### src/verilog/bbrx_pkg.sv
package bbrx_pkg;
	// ************************************************
	// Register indices (byte address = index * 4)
	// ************************************************
	localparam logic [7:0] IDX_SEED_CHOICE = 8'h0a;
	localparam logic [7:0] IDX_MP_THRESH   = 8'h48;
	localparam logic [7:0] IDX_LONG_SEED   = 8'h60;
	localparam logic [7:0] IDX_SHORT_SEED  = 8'h62;
	localparam logic [7:0] IDX_TEST_BUS    = 8'h64;
	localparam logic [7:0] IDX_QUAL_NOISEA = 8'h66;
	localparam logic [7:0] IDX_SIG_NOISEB  = 8'h68;
	localparam logic [7:0] IDX_SERV_IDC    = 8'h6a;
	localparam logic [7:0] IDX_LENL_QDC    = 8'h6c;
	localparam logic [7:0] IDX_LENH_MP     = 8'h6e;
	localparam logic [7:0] IDX_CRCL_MPCNT  = 8'h70;
	localparam logic [7:0] IDX_CRCH_QUAL   = 8'h72;
	localparam logic [7:0] IDX_TX_POWER    = 8'h74;
	localparam logic [7:0] IDX_UNUSED_SLOT = 8'h76;
	localparam logic [7:0] IDX_MEAN_POWER  = 8'h78;
	localparam logic [7:0] IDX_RX_FLAGS    = 8'h7c;

	// ************************************************
	// Fields and reset values
	// ************************************************
	localparam int         SEED_CHOICE_BIT = 3;
	localparam int         VIEW_BIT        = 7;
	localparam int         SEM_BIT         = 3;
	localparam int         MP_THR_HI       = 7;
	localparam int         MP_THR_LO       = 5;
	localparam int         MP_HISTORY      = 15;
	localparam int         TXP_AVG_LOG2    = 6;
	localparam logic [5:0] TXP_LAST        = 6'h3f;
	localparam logic [7:0] RESET_BYTE      = 8'h00;

	// ************************************************
	// Receive front end values
	// ************************************************
	typedef struct packed {
		logic [7:0]  test_bus;
		logic [7:0]  noise_a;
		logic [7:0]  noise_b;
		logic [7:0]  snr_quality;
		logic [7:0]  signal_field;
		logic [7:0]  service_field;
		logic [7:0]  i_dc;
		logic [7:0]  q_dc;
		logic [15:0] length;
		logic [15:0] header_crc;
		logic [7:0]  mean_power;
		logic [7:0]  mp_metric;
		logic [7:0]  pkt_quality;
		logic        pkt_done;
		logic        rx_active;
		logic [7:0]  txp_sample;
		logic        txp_valid;
	} bbrx_fe_t;
endpackage

### src/verilog/bbrx_regs.sv
// Function
// - Long preamble seed held in bits 6:0
// - Short preamble seed held in bits 6:0
// - Choice bit selects which seed is used
// - View bit picks first or second view
// - Test bus value read in both views
// - Noise A or loop SNR quality
// - Noise B or received signal field
// - I DC offset or service field
// - Q DC offset or length low byte
// - Multipath metric or length high byte
// - Multipath count of 15 or CRC low
// - Quality after receive ends or CRC high
// - Transmit power, 64 sample signed average
// - Status bit flags unread power update
// - Mean received power in second view
`timescale 1ns/1ps
module bbrx_regs (
	input  wire logic              pclk,
	input  wire logic              presetn,
	input  wire logic              psel,
	input  wire logic              penable,
	input  wire logic              pwrite,
	input  wire logic [11:0]       paddr,
	input  wire logic [31:0]       pwdata,
	output logic                   pready,
	output logic [31:0]            prdata,
	output logic                   pslverr,
	input  wire bbrx_pkg::bbrx_fe_t fe,
	output logic [6:0]             scrambler_seed
);
	// ************************************************
	// Decode helpers
	// ************************************************
	function automatic logic [11:0] byte_addr(input logic [7:0] idx);
		return {2'b00, idx, 2'b00};
	endfunction

	function automatic logic is_reg(input logic [11:0] a, input logic [7:0] idx);
		return a == byte_addr(idx);
	endfunction

	function automatic logic [3:0] ones(input logic [14:0] v);
		logic [3:0] n;
		n = 4'h0;
		for (int k = 0; k < bbrx_pkg::MP_HISTORY; k++) begin
			n = n + {3'b000, v[k]};
		end
		return n;
	endfunction

	logic [7:0]  long_seed;
	logic [7:0]  short_seed;
	logic [7:0]  seed_choice;
	logic [7:0]  mp_thresh;
	logic [7:0]  mp_latched;
	logic [7:0]  quality;
	logic        rx_active_q;
	logic [14:0] mp_hist;
	logic [5:0]  txp_cnt;
	logic [13:0] txp_acc;
	logic [7:0]  tx_power;
	logic        txp_sem;
	logic        view_a;
	logic        setup;
	logic        access;
	logic        wr;
	logic        hit;
	logic        txp_done;
	logic        txp_read;
	logic [13:0] next_acc;
	logic [7:0]  rd_byte;

	assign setup  = psel && !penable;
	assign access = psel && penable;
	assign wr     = access && pwrite;
	assign view_a = short_seed[bbrx_pkg::VIEW_BIT];

	// ************************************************
	// Bus slave
	// ************************************************
	// Zero wait states: read data is fetched in the setup cycle
	assign pready = 1'b1;

	always_comb begin
		hit = is_reg(paddr, bbrx_pkg::IDX_SEED_CHOICE) ||
		      is_reg(paddr, bbrx_pkg::IDX_MP_THRESH) ||
		      is_reg(paddr, bbrx_pkg::IDX_RX_FLAGS) ||
		      (paddr[1:0] == 2'b00 &&
		       paddr[9:2] >= bbrx_pkg::IDX_LONG_SEED &&
		       paddr[9:2] <= bbrx_pkg::IDX_MEAN_POWER &&
		       !paddr[2] && paddr[11:10] == 2'b00 &&
		       !is_reg(paddr, bbrx_pkg::IDX_UNUSED_SLOT));
	end

	assign pslverr = access && !hit;

	always_comb begin
		rd_byte = bbrx_pkg::RESET_BYTE;
		case (paddr)
			byte_addr(bbrx_pkg::IDX_SEED_CHOICE): rd_byte = seed_choice;
			byte_addr(bbrx_pkg::IDX_MP_THRESH):   rd_byte = mp_thresh;
			byte_addr(bbrx_pkg::IDX_LONG_SEED):   rd_byte = long_seed;
			byte_addr(bbrx_pkg::IDX_SHORT_SEED):  rd_byte = short_seed;
			byte_addr(bbrx_pkg::IDX_TEST_BUS):    rd_byte = fe.test_bus;
			// Each read-only register from noise A to CRC high shows view a or b
			byte_addr(bbrx_pkg::IDX_QUAL_NOISEA): begin
				rd_byte = view_a ? fe.noise_a : fe.snr_quality;
			end
			byte_addr(bbrx_pkg::IDX_SIG_NOISEB): begin
				rd_byte = view_a ? fe.noise_b : fe.signal_field;
			end
			byte_addr(bbrx_pkg::IDX_SERV_IDC): begin
				rd_byte = view_a ? fe.i_dc : fe.service_field;
			end
			byte_addr(bbrx_pkg::IDX_LENL_QDC): begin
				rd_byte = view_a ? fe.q_dc : fe.length[7:0];
			end
			byte_addr(bbrx_pkg::IDX_LENH_MP): begin
				rd_byte = view_a ? mp_latched : fe.length[15:8];
			end
			byte_addr(bbrx_pkg::IDX_CRCL_MPCNT): begin
				rd_byte = view_a ? {4'h0, ones(mp_hist)} : fe.header_crc[7:0];
			end
			byte_addr(bbrx_pkg::IDX_CRCH_QUAL): begin
				rd_byte = view_a ? quality : fe.header_crc[15:8];
			end
			byte_addr(bbrx_pkg::IDX_TX_POWER):    rd_byte = tx_power;
			byte_addr(bbrx_pkg::IDX_MEAN_POWER): begin
				rd_byte = view_a ? bbrx_pkg::RESET_BYTE : fe.mean_power;
			end
			byte_addr(bbrx_pkg::IDX_RX_FLAGS): begin
				rd_byte = bbrx_pkg::RESET_BYTE;
				rd_byte[bbrx_pkg::SEM_BIT] = txp_sem;
			end
			default: rd_byte = bbrx_pkg::RESET_BYTE;
		endcase
	end

	always_ff @(posedge pclk or negedge presetn) begin
		if (!presetn) begin
			prdata <= 32'h0000_0000;
		end else if (setup) begin
			prdata <= {24'h00_0000, rd_byte};
		end
	end

	// ************************************************
	// Writable registers
	// ************************************************
	// Only these four decode for write; others drop it
	always_ff @(posedge pclk or negedge presetn) begin
		if (!presetn) begin
			long_seed   <= bbrx_pkg::RESET_BYTE;
			short_seed  <= bbrx_pkg::RESET_BYTE;
			seed_choice <= bbrx_pkg::RESET_BYTE;
			mp_thresh   <= bbrx_pkg::RESET_BYTE;
		end else if (wr) begin
			// Long seed bit 7 is stored but drives nothing; short seed bit 7 picks the view
			if (is_reg(paddr, bbrx_pkg::IDX_LONG_SEED)) begin
				long_seed <= pwdata[7:0];
			end
			if (is_reg(paddr, bbrx_pkg::IDX_SHORT_SEED)) begin
				short_seed <= pwdata[7:0];
			end
			if (is_reg(paddr, bbrx_pkg::IDX_SEED_CHOICE)) begin
				seed_choice <= pwdata[7:0];
			end
			if (is_reg(paddr, bbrx_pkg::IDX_MP_THRESH)) begin
				mp_thresh <= pwdata[7:0];
			end
		end
	end

	always_ff @(posedge pclk or negedge presetn) begin
		if (!presetn) begin
			scrambler_seed <= 7'h00;
		end else if (seed_choice[bbrx_pkg::SEED_CHOICE_BIT]) begin
			scrambler_seed <= short_seed[6:0];
		end else begin
			scrambler_seed <= long_seed[6:0];
		end
	end

	// ************************************************
	// Packet measurements
	// ************************************************
	always_ff @(posedge pclk or negedge presetn) begin
		if (!presetn) begin
			mp_latched <= bbrx_pkg::RESET_BYTE;
			mp_hist    <= 15'h0000;
		end else if (fe.pkt_done) begin
			mp_latched <= fe.mp_metric;
			mp_hist    <= {mp_hist[13:0],
				fe.mp_metric[bbrx_pkg::MP_THR_HI:bbrx_pkg::MP_THR_LO] >
				mp_thresh[bbrx_pkg::MP_THR_HI:bbrx_pkg::MP_THR_LO]};
		end
	end

	// Latched as receive ends so a read never sees a half-built value
	always_ff @(posedge pclk or negedge presetn) begin
		if (!presetn) begin
			rx_active_q <= 1'b0;
			quality     <= bbrx_pkg::RESET_BYTE;
		end else begin
			rx_active_q <= fe.rx_active;
			if (rx_active_q && !fe.rx_active) begin
				quality <= fe.pkt_quality;
			end
		end
	end

	// ************************************************
	// Transmit power average
	// ************************************************
	assign next_acc = txp_acc + {{6{fe.txp_sample[7]}}, fe.txp_sample};
	assign txp_done = fe.txp_valid && txp_cnt == bbrx_pkg::TXP_LAST;
	assign txp_read = access && !pwrite && is_reg(paddr, bbrx_pkg::IDX_TX_POWER);

	always_ff @(posedge pclk or negedge presetn) begin
		if (!presetn) begin
			txp_cnt  <= 6'h00;
			txp_acc  <= 14'h0000;
			tx_power <= bbrx_pkg::RESET_BYTE;
		end else if (fe.txp_valid) begin
			txp_cnt <= txp_cnt + 6'h01;
			if (txp_done) begin
				// Arithmetic shift keeps the sign of the mean
				tx_power <= next_acc[bbrx_pkg::TXP_AVG_LOG2 +: 8];
				txp_acc  <= 14'h0000;
			end else begin
				txp_acc <= next_acc;
			end
		end
	end

	// A new average in the same cycle as the read keeps the flag set
	always_ff @(posedge pclk or negedge presetn) begin
		if (!presetn) begin
			txp_sem <= 1'b0;
		end else if (txp_done) begin
			txp_sem <= 1'b1;
		end else if (txp_read) begin
			txp_sem <= 1'b0;
		end
	end
endmodule

### config.mk
export PLATFORM = sky130hd
export DESIGN_NAME = bbrx_regs
export DESIGN_NICKNAME = d
export VERILOG_FILES = /design/src/verilog/bbrx_pkg.sv /design/src/verilog/bbrx_regs.sv
export SDC_FILE = /design/constraint.sdc
export NUM_CORES = 1
export LEC_CHECK = 0
export BUFFER_PORTS_ARGS = -buffer_cell sky130_fd_sc_hd__buf_2
export CORE_ASPECT_RATIO = 0.75
export CORE_MARGIN = 2
export CORE_UTILIZATION = 52
export CTS_CLUSTER_SIZE = 24
export DETAILED_ROUTE_END_ITERATION = 10
export PLACE_DENSITY_LB_ADDON = 0.15
export SLEW_MARGIN = 20
export SYNTH_ARGS = -nofsm -noshare
export SYNTH_HDL_FRONTEND = slang
export SYNTH_SLANG_ARGS = --single-unit
### constraint.sdc
create_clock -name pclk -period 5.1 [get_ports pclk]
set_clock_uncertainty 0.1 [all_clocks]
set_input_delay 1.02 -clock pclk [delete_from_list [all_inputs] [get_ports pclk]]
set_output_delay 1.02 -clock pclk [all_outputs]
set_load 0.03 [all_outputs]
==> results.md, run 1 <==
Synth:
- Of the synthesized area, sequential elements account for 0.389.
- The mapped netlist covers approximately 6900 sq um.
- The async set-reset flop share out of synthesis is 1.00.
- Synthesis instantiated 66 different standard cells from the library.
- The average instance in the mapped netlist occupies between 10 and 15 sq um.
- The synthesis-stage register bit count is 108.
- The total number of yosys warnings is 0.
- The number of flops mapped to enable cells by yosys is 0.
- The cell count after synthesis is 670.
- The dominant register cell in the synthesized netlist is dfrtp_1.

Routing:
- Detailed routing inserted a total of roughly 5900 vias.
- The number of search-and-repair iterations in the first detailed-routing pass is 5.
- The final routed DRC violation total is 0.
- The sum of routed wire length over all layers is ~20 mm.
- The detail route stage leaves a number of antenna-violating nets equal to 0.
- In the final routed layout, each cell accounts on average for 20.2 um.
- The number of vias per cell after detailed routing is 5.90.
- The number of DRC violations after detailed-routing iteration 0 is around 460.

Timing:
- The headroom to the max-slew limit is 0.337.
- The total negative slack for setup checks is 0 ns.
- The number of max-slew violations in the final report was 0.
- Setup violations remaining at the end of the flow were counted as 0.
- Across all hold checks on the routed design, the worst slack comes to 0.385 ns.
- The portion of the clock cycle consumed by the worst path in the final layout is 0.959.
- At the pin with the least slew margin, the transition time is 0.995 ns.
- For this run, the top clock speed supported by timing is 204 MHz.
- Setup repair after global routing left no endpoint under its margin.
- The final hold violation count was 0.
- The final worst-path setup slack is about 0.21 ns.
- The worst path needs 4.89 ns of the cycle, external delays included.

Clock tree:
- The cell sitting at the root of the clock tree is a clkbuf_16.
- The number of gates resized after cts is 0.
- The CTS tree is built.
- The number of H-tree branching levels is 3.
- The buffer depth of the longest clock path is 2.
- The clock sink count is 108.
- In this run, CTS created clock tree buffers numbering 9.
- For the worst-skew pair, the clock arrives at the later sink with an insertion delay of approximately 0.35 ns.
- After clock tree synthesis, the clock-pin slew on the worst setup and hold paths is approximately 0.08 ns.
- The post-CTS setup repair buffer count is 0.
- For this design, the CTS-stage hold fixing added 0 buffers.

Status:
- The run finished with clean final reports.

Die:
- The width of the die is 137 um.
- The floorplan has 36 rows.
- The number of top-level pins is around 220.
- The die covers 14300 sq um.
- The die height is 104 um.
- The initial utilization of the core area, before any placement, comes to 0.534.
- In this run the standard cell core region covers around 13000 sq um.

Critical path:
- At the worst endpoint, the arrival time is between 5 and 6 ns.
- The endpoint class of the critical path is a register.
- The critical path required time is 5.23 ns.
- The category of the most critical setup path is register to register.
- The worst setup path is launched from a register.
- In this run the worst path has a maximum fanout of 3.

Placed design:
- The placed instances occupy a cell area of slightly below 8000 sq um.
- Detailed placement ended at an HPWL of between 15 and 20 mm.
- The placer congestion estimate is 0.946.
- In this run, placement finished with an instance count of 976.
- The post-placement setup slack is approximately 0.23 ns.
- Input and output buffers added on the ports amount to between 150 and 200.

Worst hold path:
- The worst hold path class is register to register.

GRT:
- The global-route met1 utilization is 0.384.
- For met2 alone, demand over resource in global routing was 0.469.
- Entering global routing, the biggest net connects 63 pins.
- The number of antenna violations at the first check in global routing is 2.
- The global-route met3 utilization is 0.0585.
- The number of global-route vias before repair is 5814.
- The first-pass GRT wire length is between 30 and 40 mm.
- After global routing the overflow that remains totals 0.
- The total routing usage reported by global routing is 0.283.
- After global routing, the most crowded layer is met2.

Final layout:
- Excluding fillers, the count of instances in the completed layout stands at 994.
- The fraction of layout instances using a drive strength above 1 is 0.330.
- After routing the design area is ~8100 sq um.
- The layout overhead on the synthesized area is 16.5%.
- For this run, the post-layout net count is 1026.

Power:
- The worst vdd rail ir drop is ~0.00032 V.
- In this run the power density over the cells is 349 nW/um^2.
- The leakage power figure is approximately 3.8 nW.

Job:
- Across the run, the number of max-cap violations was 0.
-- per-layer routing --
metal	wire length [um]	up-vias
li1	-	2704
met1	8560	2876
met2	9770	261
met3	1440	28
met4	305	0
met5	0	-
-- cells in the mapped netlist (7+ instances only) --
cell type / instances / area share
dfrtp_1: 108 / 0.39
mux2_2: 69 / 0.11
nand2_1: 58 / 0.031
o21ai_0: 38 / 0.027
mux2i_1: 37 / 0.053
inv_1: 34 / 0.018
buf_4: 29 / 0.031
nor2_1: 21 / 0.011
ha_1: 19 / 0.034
a21oi_1: 18 / 0.013
clkbuf_1: 18 / 0.0097
o2bb2ai_1: 13 / 0.016
buf_2: 12 / 0.0086
fa_1: 11 / 0.032
a22oi_1: 10 / 0.011
a21o_1: 9 / 0.0097
nand3_1: 9 / 0.0065
a211oi_1: 8 / 0.0086
nor2b_1: 8 / 0.0072
xor2_1: 8 / 0.010
a221oi_1: 7 / 0.0088
o22ai_1: 7 / 0.0063
-- state kept, by name, indices dropped and copies added (netlist names) --
| name | flops |
|---|---|
| mp_latched | 8 |
| mp_hist | 15 |
| txp_acc | 14 |
| scrambler_seed | 7 |
| quality | 8 |
| rx_active_q | 1 |
| prdata | 8 |
| txp_cnt | 6 |
| txp_sem | 1 |
| seed_choice | 8 |
| tx_power | 8 |
| mp_thresh | 8 |
| long_seed | 8 |
| short_seed | 8 |
-- through the flow --
stage / total power [mW] / utilization
after detailed placement: 2.07 / 0.597
after global placement: 2.01 / 0.597
after floorplan: 1.79 / -
after global routing: 3.01 / 0.621
after CTS: 2.83 / 0.621
final: 2.83 / 0.622
-- logic make-up after synthesis --
group | after synthesis | share of synthesized area
AO/OA/AOI/OAI | 162 | 0.164
AND/OR/NAND/NOR | 151 | 0.124
flip-flops | 108 | 0.389
multiplexers | 107 | 0.168
buffers and inverters | 96 | 0.0697
adder cells (fa/ha/maj) | 30 | 0.0659
XOR/XNOR | 14 | 0.0176
other | 2 | 0.00108
-- cell usage in the layout, fill, tap and decap left out, drive strengths merged, types with 9 or more instances in the layout --
cell type / instances
buf: 173
dfrtp: 108
mux2: 69
nand2: 59
o21ai: 40
inv: 38
mux2i: 37
conb: 25
nor2: 21
ha: 19
a21oi: 18
o2bb2ai: 13
fa: 11
clkbuf: 11
a22oi: 10
a21o: 9
nand3: 9
nor3: 9
-- power breakdown --
part,total (mW),internal (mW),switching (mW),leakage (nW)
clock,0.762,0.416,0.346,0.155
combinational,0.988,0.430,0.558,2.20
sequential,1.08,0.984,0.0917,1.41
total,2.83,1.83,0.996,3.77
-- final timing paths --
kind                            cells after the start                          end  slack, ns              startpoint
worst max register to register                     12        prdata[2]$_DFFE_PN0P_       0.21  mp_hist[0]$_DFFE_PN0P_
max in group asynchronous                           2       mp_hist[1]$_DFFE_PN0P_       3.13                 presetn
worst max-delay path                               12        prdata[2]$_DFFE_PN0P_       0.21  mp_hist[0]$_DFFE_PN0P_
worst min-delay path                                2      mp_hist[10]$_DFFE_PN0P_       0.38  mp_hist[9]$_DFFE_PN0P_
worst min register to register                      2      mp_hist[10]$_DFFE_PN0P_       0.38  mp_hist[9]$_DFFE_PN0P_
min in group asynchronous                           1  scrambler_seed[1]$_DFF_PN0_       0.67                 presetn
-- critical path, cell delays in order (launching register included) --
cell      delay (ns)
dfrtp_1         0.41
fa_1            0.57
inv_1           0.06
fa_1            0.49
fa_1            0.54
fa_1            0.44
fa_1            0.42
fa_1            0.40
xnor2_1         0.20
mux4_2          0.47
a211oi_1        0.40
o2111a_1        0.22
o21ai_1         0.05
-- cell type report --
class                      instances  area (sq um)
sequential                       108          2700
multi-input combinational        489          3850
fill                            1101          4920
inverter                          35           131
tap                              171           214
clock inverter                     5          66.3
timing repair buffer             173           873
clock buffer                      11           253
antenna                            2          5.00
No activity file was read; power rests on OpenSTA's default activity.
==> run 2: changes to the inputs <==
--- a/config.mk
+++ b/config.mk
@@ -8,10 +8,11 @@
 export BUFFER_PORTS_ARGS = -buffer_cell sky130_fd_sc_hd__buf_2
 export CORE_ASPECT_RATIO = 0.75
 export CORE_MARGIN = 2
-export CORE_UTILIZATION = 52
+export CORE_UTILIZATION = 55
 export CTS_CLUSTER_SIZE = 24
 export DETAILED_ROUTE_END_ITERATION = 10
 export PLACE_DENSITY_LB_ADDON = 0.15
+export REMOVE_ABC_BUFFERS = 1
 export SLEW_MARGIN = 20
 export SYNTH_ARGS = -nofsm -noshare
 export SYNTH_HDL_FRONTEND = slang
==> constraint.sdc (replaced) <==
create_clock -name pclk -period 6.3 [get_ports pclk]
set_clock_uncertainty 0.1 [all_clocks]
set_input_delay 1.26 -clock pclk [delete_from_list [all_inputs] [get_ports pclk]]
set_output_delay 1.26 -clock pclk [all_outputs]
set_load 0.03 [all_outputs]
==> run 2 against run 1 <==
Sequential share of layout area rose by 0.12 points. First-iteration DRC count fell by 1.8%. Global-route usage fell by 0.46 points. Die area fell by 5.3%. Fmax rose by 4.0%. Sequential power fell by 19%. Highest routed layer unchanged. Largest power group unchanged.
==> results.md, run 2 (synthesis results as in run 1) <==
Placed design:
- The post-detailed-placement half-perimeter wirelength came to 14.7 mm (-4.8%).
- The count of buffers inserted at the top-level ports is 171 (unchanged).
- The placer congestion estimate came to 0.958 (+1.3%).

Timing:
- The post-route worst hold slack is 0.382 ns (-0.00277 ns).
- The headroom to the max-slew limit is 0.379 (+0.0420).
- The total setup violations reported at the end of the flow is 0 (unchanged).
- The final critical path time including I/O delays and setup is 4.70 ns (-0.188 ns).
- The number of max-slew violations in the final report came to 0 (unchanged).
- The slew at the pin closest to its max-slew limit came to 0.932 ns (-0.0629 ns).
- The portion of the clock cycle consumed by the worst path in the final layout is 0.747 (-0.213).
- The total negative slack for setup checks is 0 ns (unchanged).
- Setup repair after global routing left no endpoint under its margin.
- The peak clock frequency supported by timing is 213 MHz (+4.0%).
- The final hold violation count is 0 (unchanged).

Clock tree:
- The post-CTS clock slew at the launch and capture registers of the worst setup and hold paths is 0.07 ns (about the same).
- The number of gates resized after cts is 0 (unchanged).
- The buffer depth of the longest clock path was 2 (unchanged).
- The post-CTS setup repair buffer count was 0 (unchanged).
- The number of H-tree branching levels is 3 (unchanged).
- The number of CTS-inserted buffers is 9 (unchanged).
- The clock sink count came to 108 (unchanged).
- The CTS tree is built.
- The clock tree root driver cell is clkbuf_16.
- The number of hold buffers added after cts is 0 (unchanged).
- The clock latency reported for the late side of the worst-skew pair is 0.36 ns (about the same).

Critical path:
- The worst register-to-register path begins at mp_hist[0]$_DFFE_PN0P_.
- The maximum cell stage delay along the critical path is 0.54 ns (-0.03 ns).
- The worst path buffer plus inverter count is 1 (unchanged).
- The slowest stage of the critical path belongs to the cell fa_1.
- The endpoint class of the critical path is a register.
- The most critical setup path has its startpoint at mp_hist[0]$_DFFE_PN0P_.
- The worst setup path is launched from a register.
- The most frequent cell on the critical path is fa_1.
- Walking the worst path, the cells encountered are fa_1, inv_1, fa_1, fa_1, fa_1, fa_1, fa_1, xnor2_1, mux4_2, a211oi_1, o2111a_1, o21ai_1.
- The largest fanout on the critical path is 3 (unchanged).
- The critical path is of the register to register type.
- On the critical path the largest part of the delay comes from adder cells.
- The critical path required time is 6.43 ns (+1.20 ns).
- The data arrival time of the critical path came to 4.84 ns (-0.19 ns).

Final layout:
- The number of nets at the end of the flow was 1026 (unchanged).
- The storage element area is 2700 sq um (unchanged).
- The most frequent standard cell in the layout excluding fill and tap cells is buf_2.
- The area occupied by multi-input gates came to 3850 sq um (unchanged).
- The flip-flop count of the largest register, all copies and words added came to 15 (unchanged).
- The fraction of layout instances using a drive strength above 1 is 0.329 (-0.00122).
- Compared with the post-synthesis result, the final layout area differs by 16.1%.
- The largest registers in the layout are mp_hist x15, txp_acc x14.
- The final antenna diode count came to 0 (-2).
- The count of filler cells inserted in the layout is 1011 (-8.2%).
- The register name with the most flops is mp_hist.
- The top cell types in the final layout, fill and taps aside, are buf_2 (170), dfrtp_1 (107), mux2_2 (69).

Die:
- The area of the die was 13600 sq um (-5.3%).
- The width of the die came to 134 um (-2.7%).
- The initial core utilization is 0.565 (+0.0309).
- The number of rows created at floorplan is 35 (-2.8%).
- The number of top-level pins is 221 (unchanged).
- The die height is 101 um (-2.7%).
- The area of the core is 12300 sq um (-5.5%).

Routing:
- The number of nets with antenna violations after routing is 0 (unchanged).
- The number of vias per cell after detailed routing came to 5.91 (about the same).
- The via count is 5829 (-0.68%).
- The sum of routed wire length over all layers was 19.0 mm (-5.5%).
- The number of search-and-repair iterations in the first detailed-routing pass is 6 (+1).
- The final routed DRC violation total came to 0 (unchanged).
- The routed length per placed instance is 19.2 um (-4.9%).
- The number of DRC violations after detailed-routing iteration 0 is 448 (-1.8%).

GRT:
- The total routing usage reported by global routing is 0.278 (-0.00457).
- The number of antenna violations at the first check in global routing was 0 (-2).
- The first-pass GRT wire length is 29.1 mm (-5.8%).
- The number of global-route vias before repair is 5552 (-4.5%).
- The largest net degree at the start of global routing is 73 (+16%).
- The total congestion overflow is 0 (unchanged).

Power:
- The worst vdd rail ir drop is 0.000217 V (-33%).
- The total power per unit cell area came to 278 nW/um^2 (-20%).
- The leakage power figure is 3.76 nW (-0.26%).

Worst hold path:
- The startpoint identified for the worst hold timing path is mp_hist[13]$_DFFE_PN0P_.
- The worst hold path class is register to register.

Status:
- The run finished with clean final reports.

Job:
- The count of maximum capacitance violations was 0 (unchanged).
[run 2: changes by cell type in the layout (fill, tap and decap cells not counted)]
cell	previous run	this run
clkinv_2	0	1
clkbuf_8	2	0
diode_2	2	0
inv_6	2	1
clkinv_4	0	1
clkbuf_1	0	1
[run 2: worst min-delay path, cell delays in order (launching register included)]
cell	delay, ns
dfrtp_1	0.34
nand2_1	0.05
o21ai_0	0.06
[run 2: final cells by class]
cell class | instances | area share
multi-input combinational | 489 | 0.477
sequential | 108 | 0.335
timing repair buffer | 173 | 0.108
clock buffer | 10 | 0.0284
tap | 166 | 0.0258
inverter | 35 | 0.0163
clock inverter | 6 | 0.00884
[run 2: path summary, 6_finish.rpt]
kind / endpoint / slack [ns] / cells past startpoint
max: prdata[2]$_DFFE_PN0P_ / 1.60 / 12
min: mp_hist[14]$_DFFE_PN0P_ / 0.38 / 2
max reg2reg: prdata[2]$_DFFE_PN0P_ / 1.60 / 12
min reg2reg: mp_hist[14]$_DFFE_PN0P_ / 0.38 / 2
max in group asynchronous: mp_hist[5]$_DFFE_PN0P_ / 4.04 / 2
min in group asynchronous: scrambler_seed[5]$_DFF_PN0_ / 0.75 / 1
[run 2: report_power, final]
part / internal, mW / leakage, nW / switching, mW
sequential: 0.797 / 1.41 / 0.0744
combinational: 0.345 / 2.20 / 0.438
clock: 0.313 / 0.145 / 0.274
[run 2: per-stage QoR]
step | area (sq um) | instances | worst slack (ns) | util | power [mW]
2_1_floorplan | 6680 | 632 | 1.90 | - | 1.43
3_3_place_gp | 7760 | 971 | 1.64 | 0.631 | 1.61
3_5_place_dp | 7760 | 971 | 1.56 | 0.631 | 1.66
4_1_cts | 8060 | 987 | 1.55 | 0.655 | 2.24
5_1_grt | 8060 | 987 | 1.46 | 0.655 | 2.39
6_report | 8060 | 987 | 1.60 | 0.655 | 2.24
[run 2: layer usage]
layer  part of all wire  routed length (um)  global-route usage  up-vias
met2               0.48                9100               0.467      253
met1               0.42                7980               0.372     2835
met3              0.082                1560              0.0591       30
met4              0.017                 326              0.0745        0
li1                   -                   -                   -     2711
met5                  0                   0                   0        -
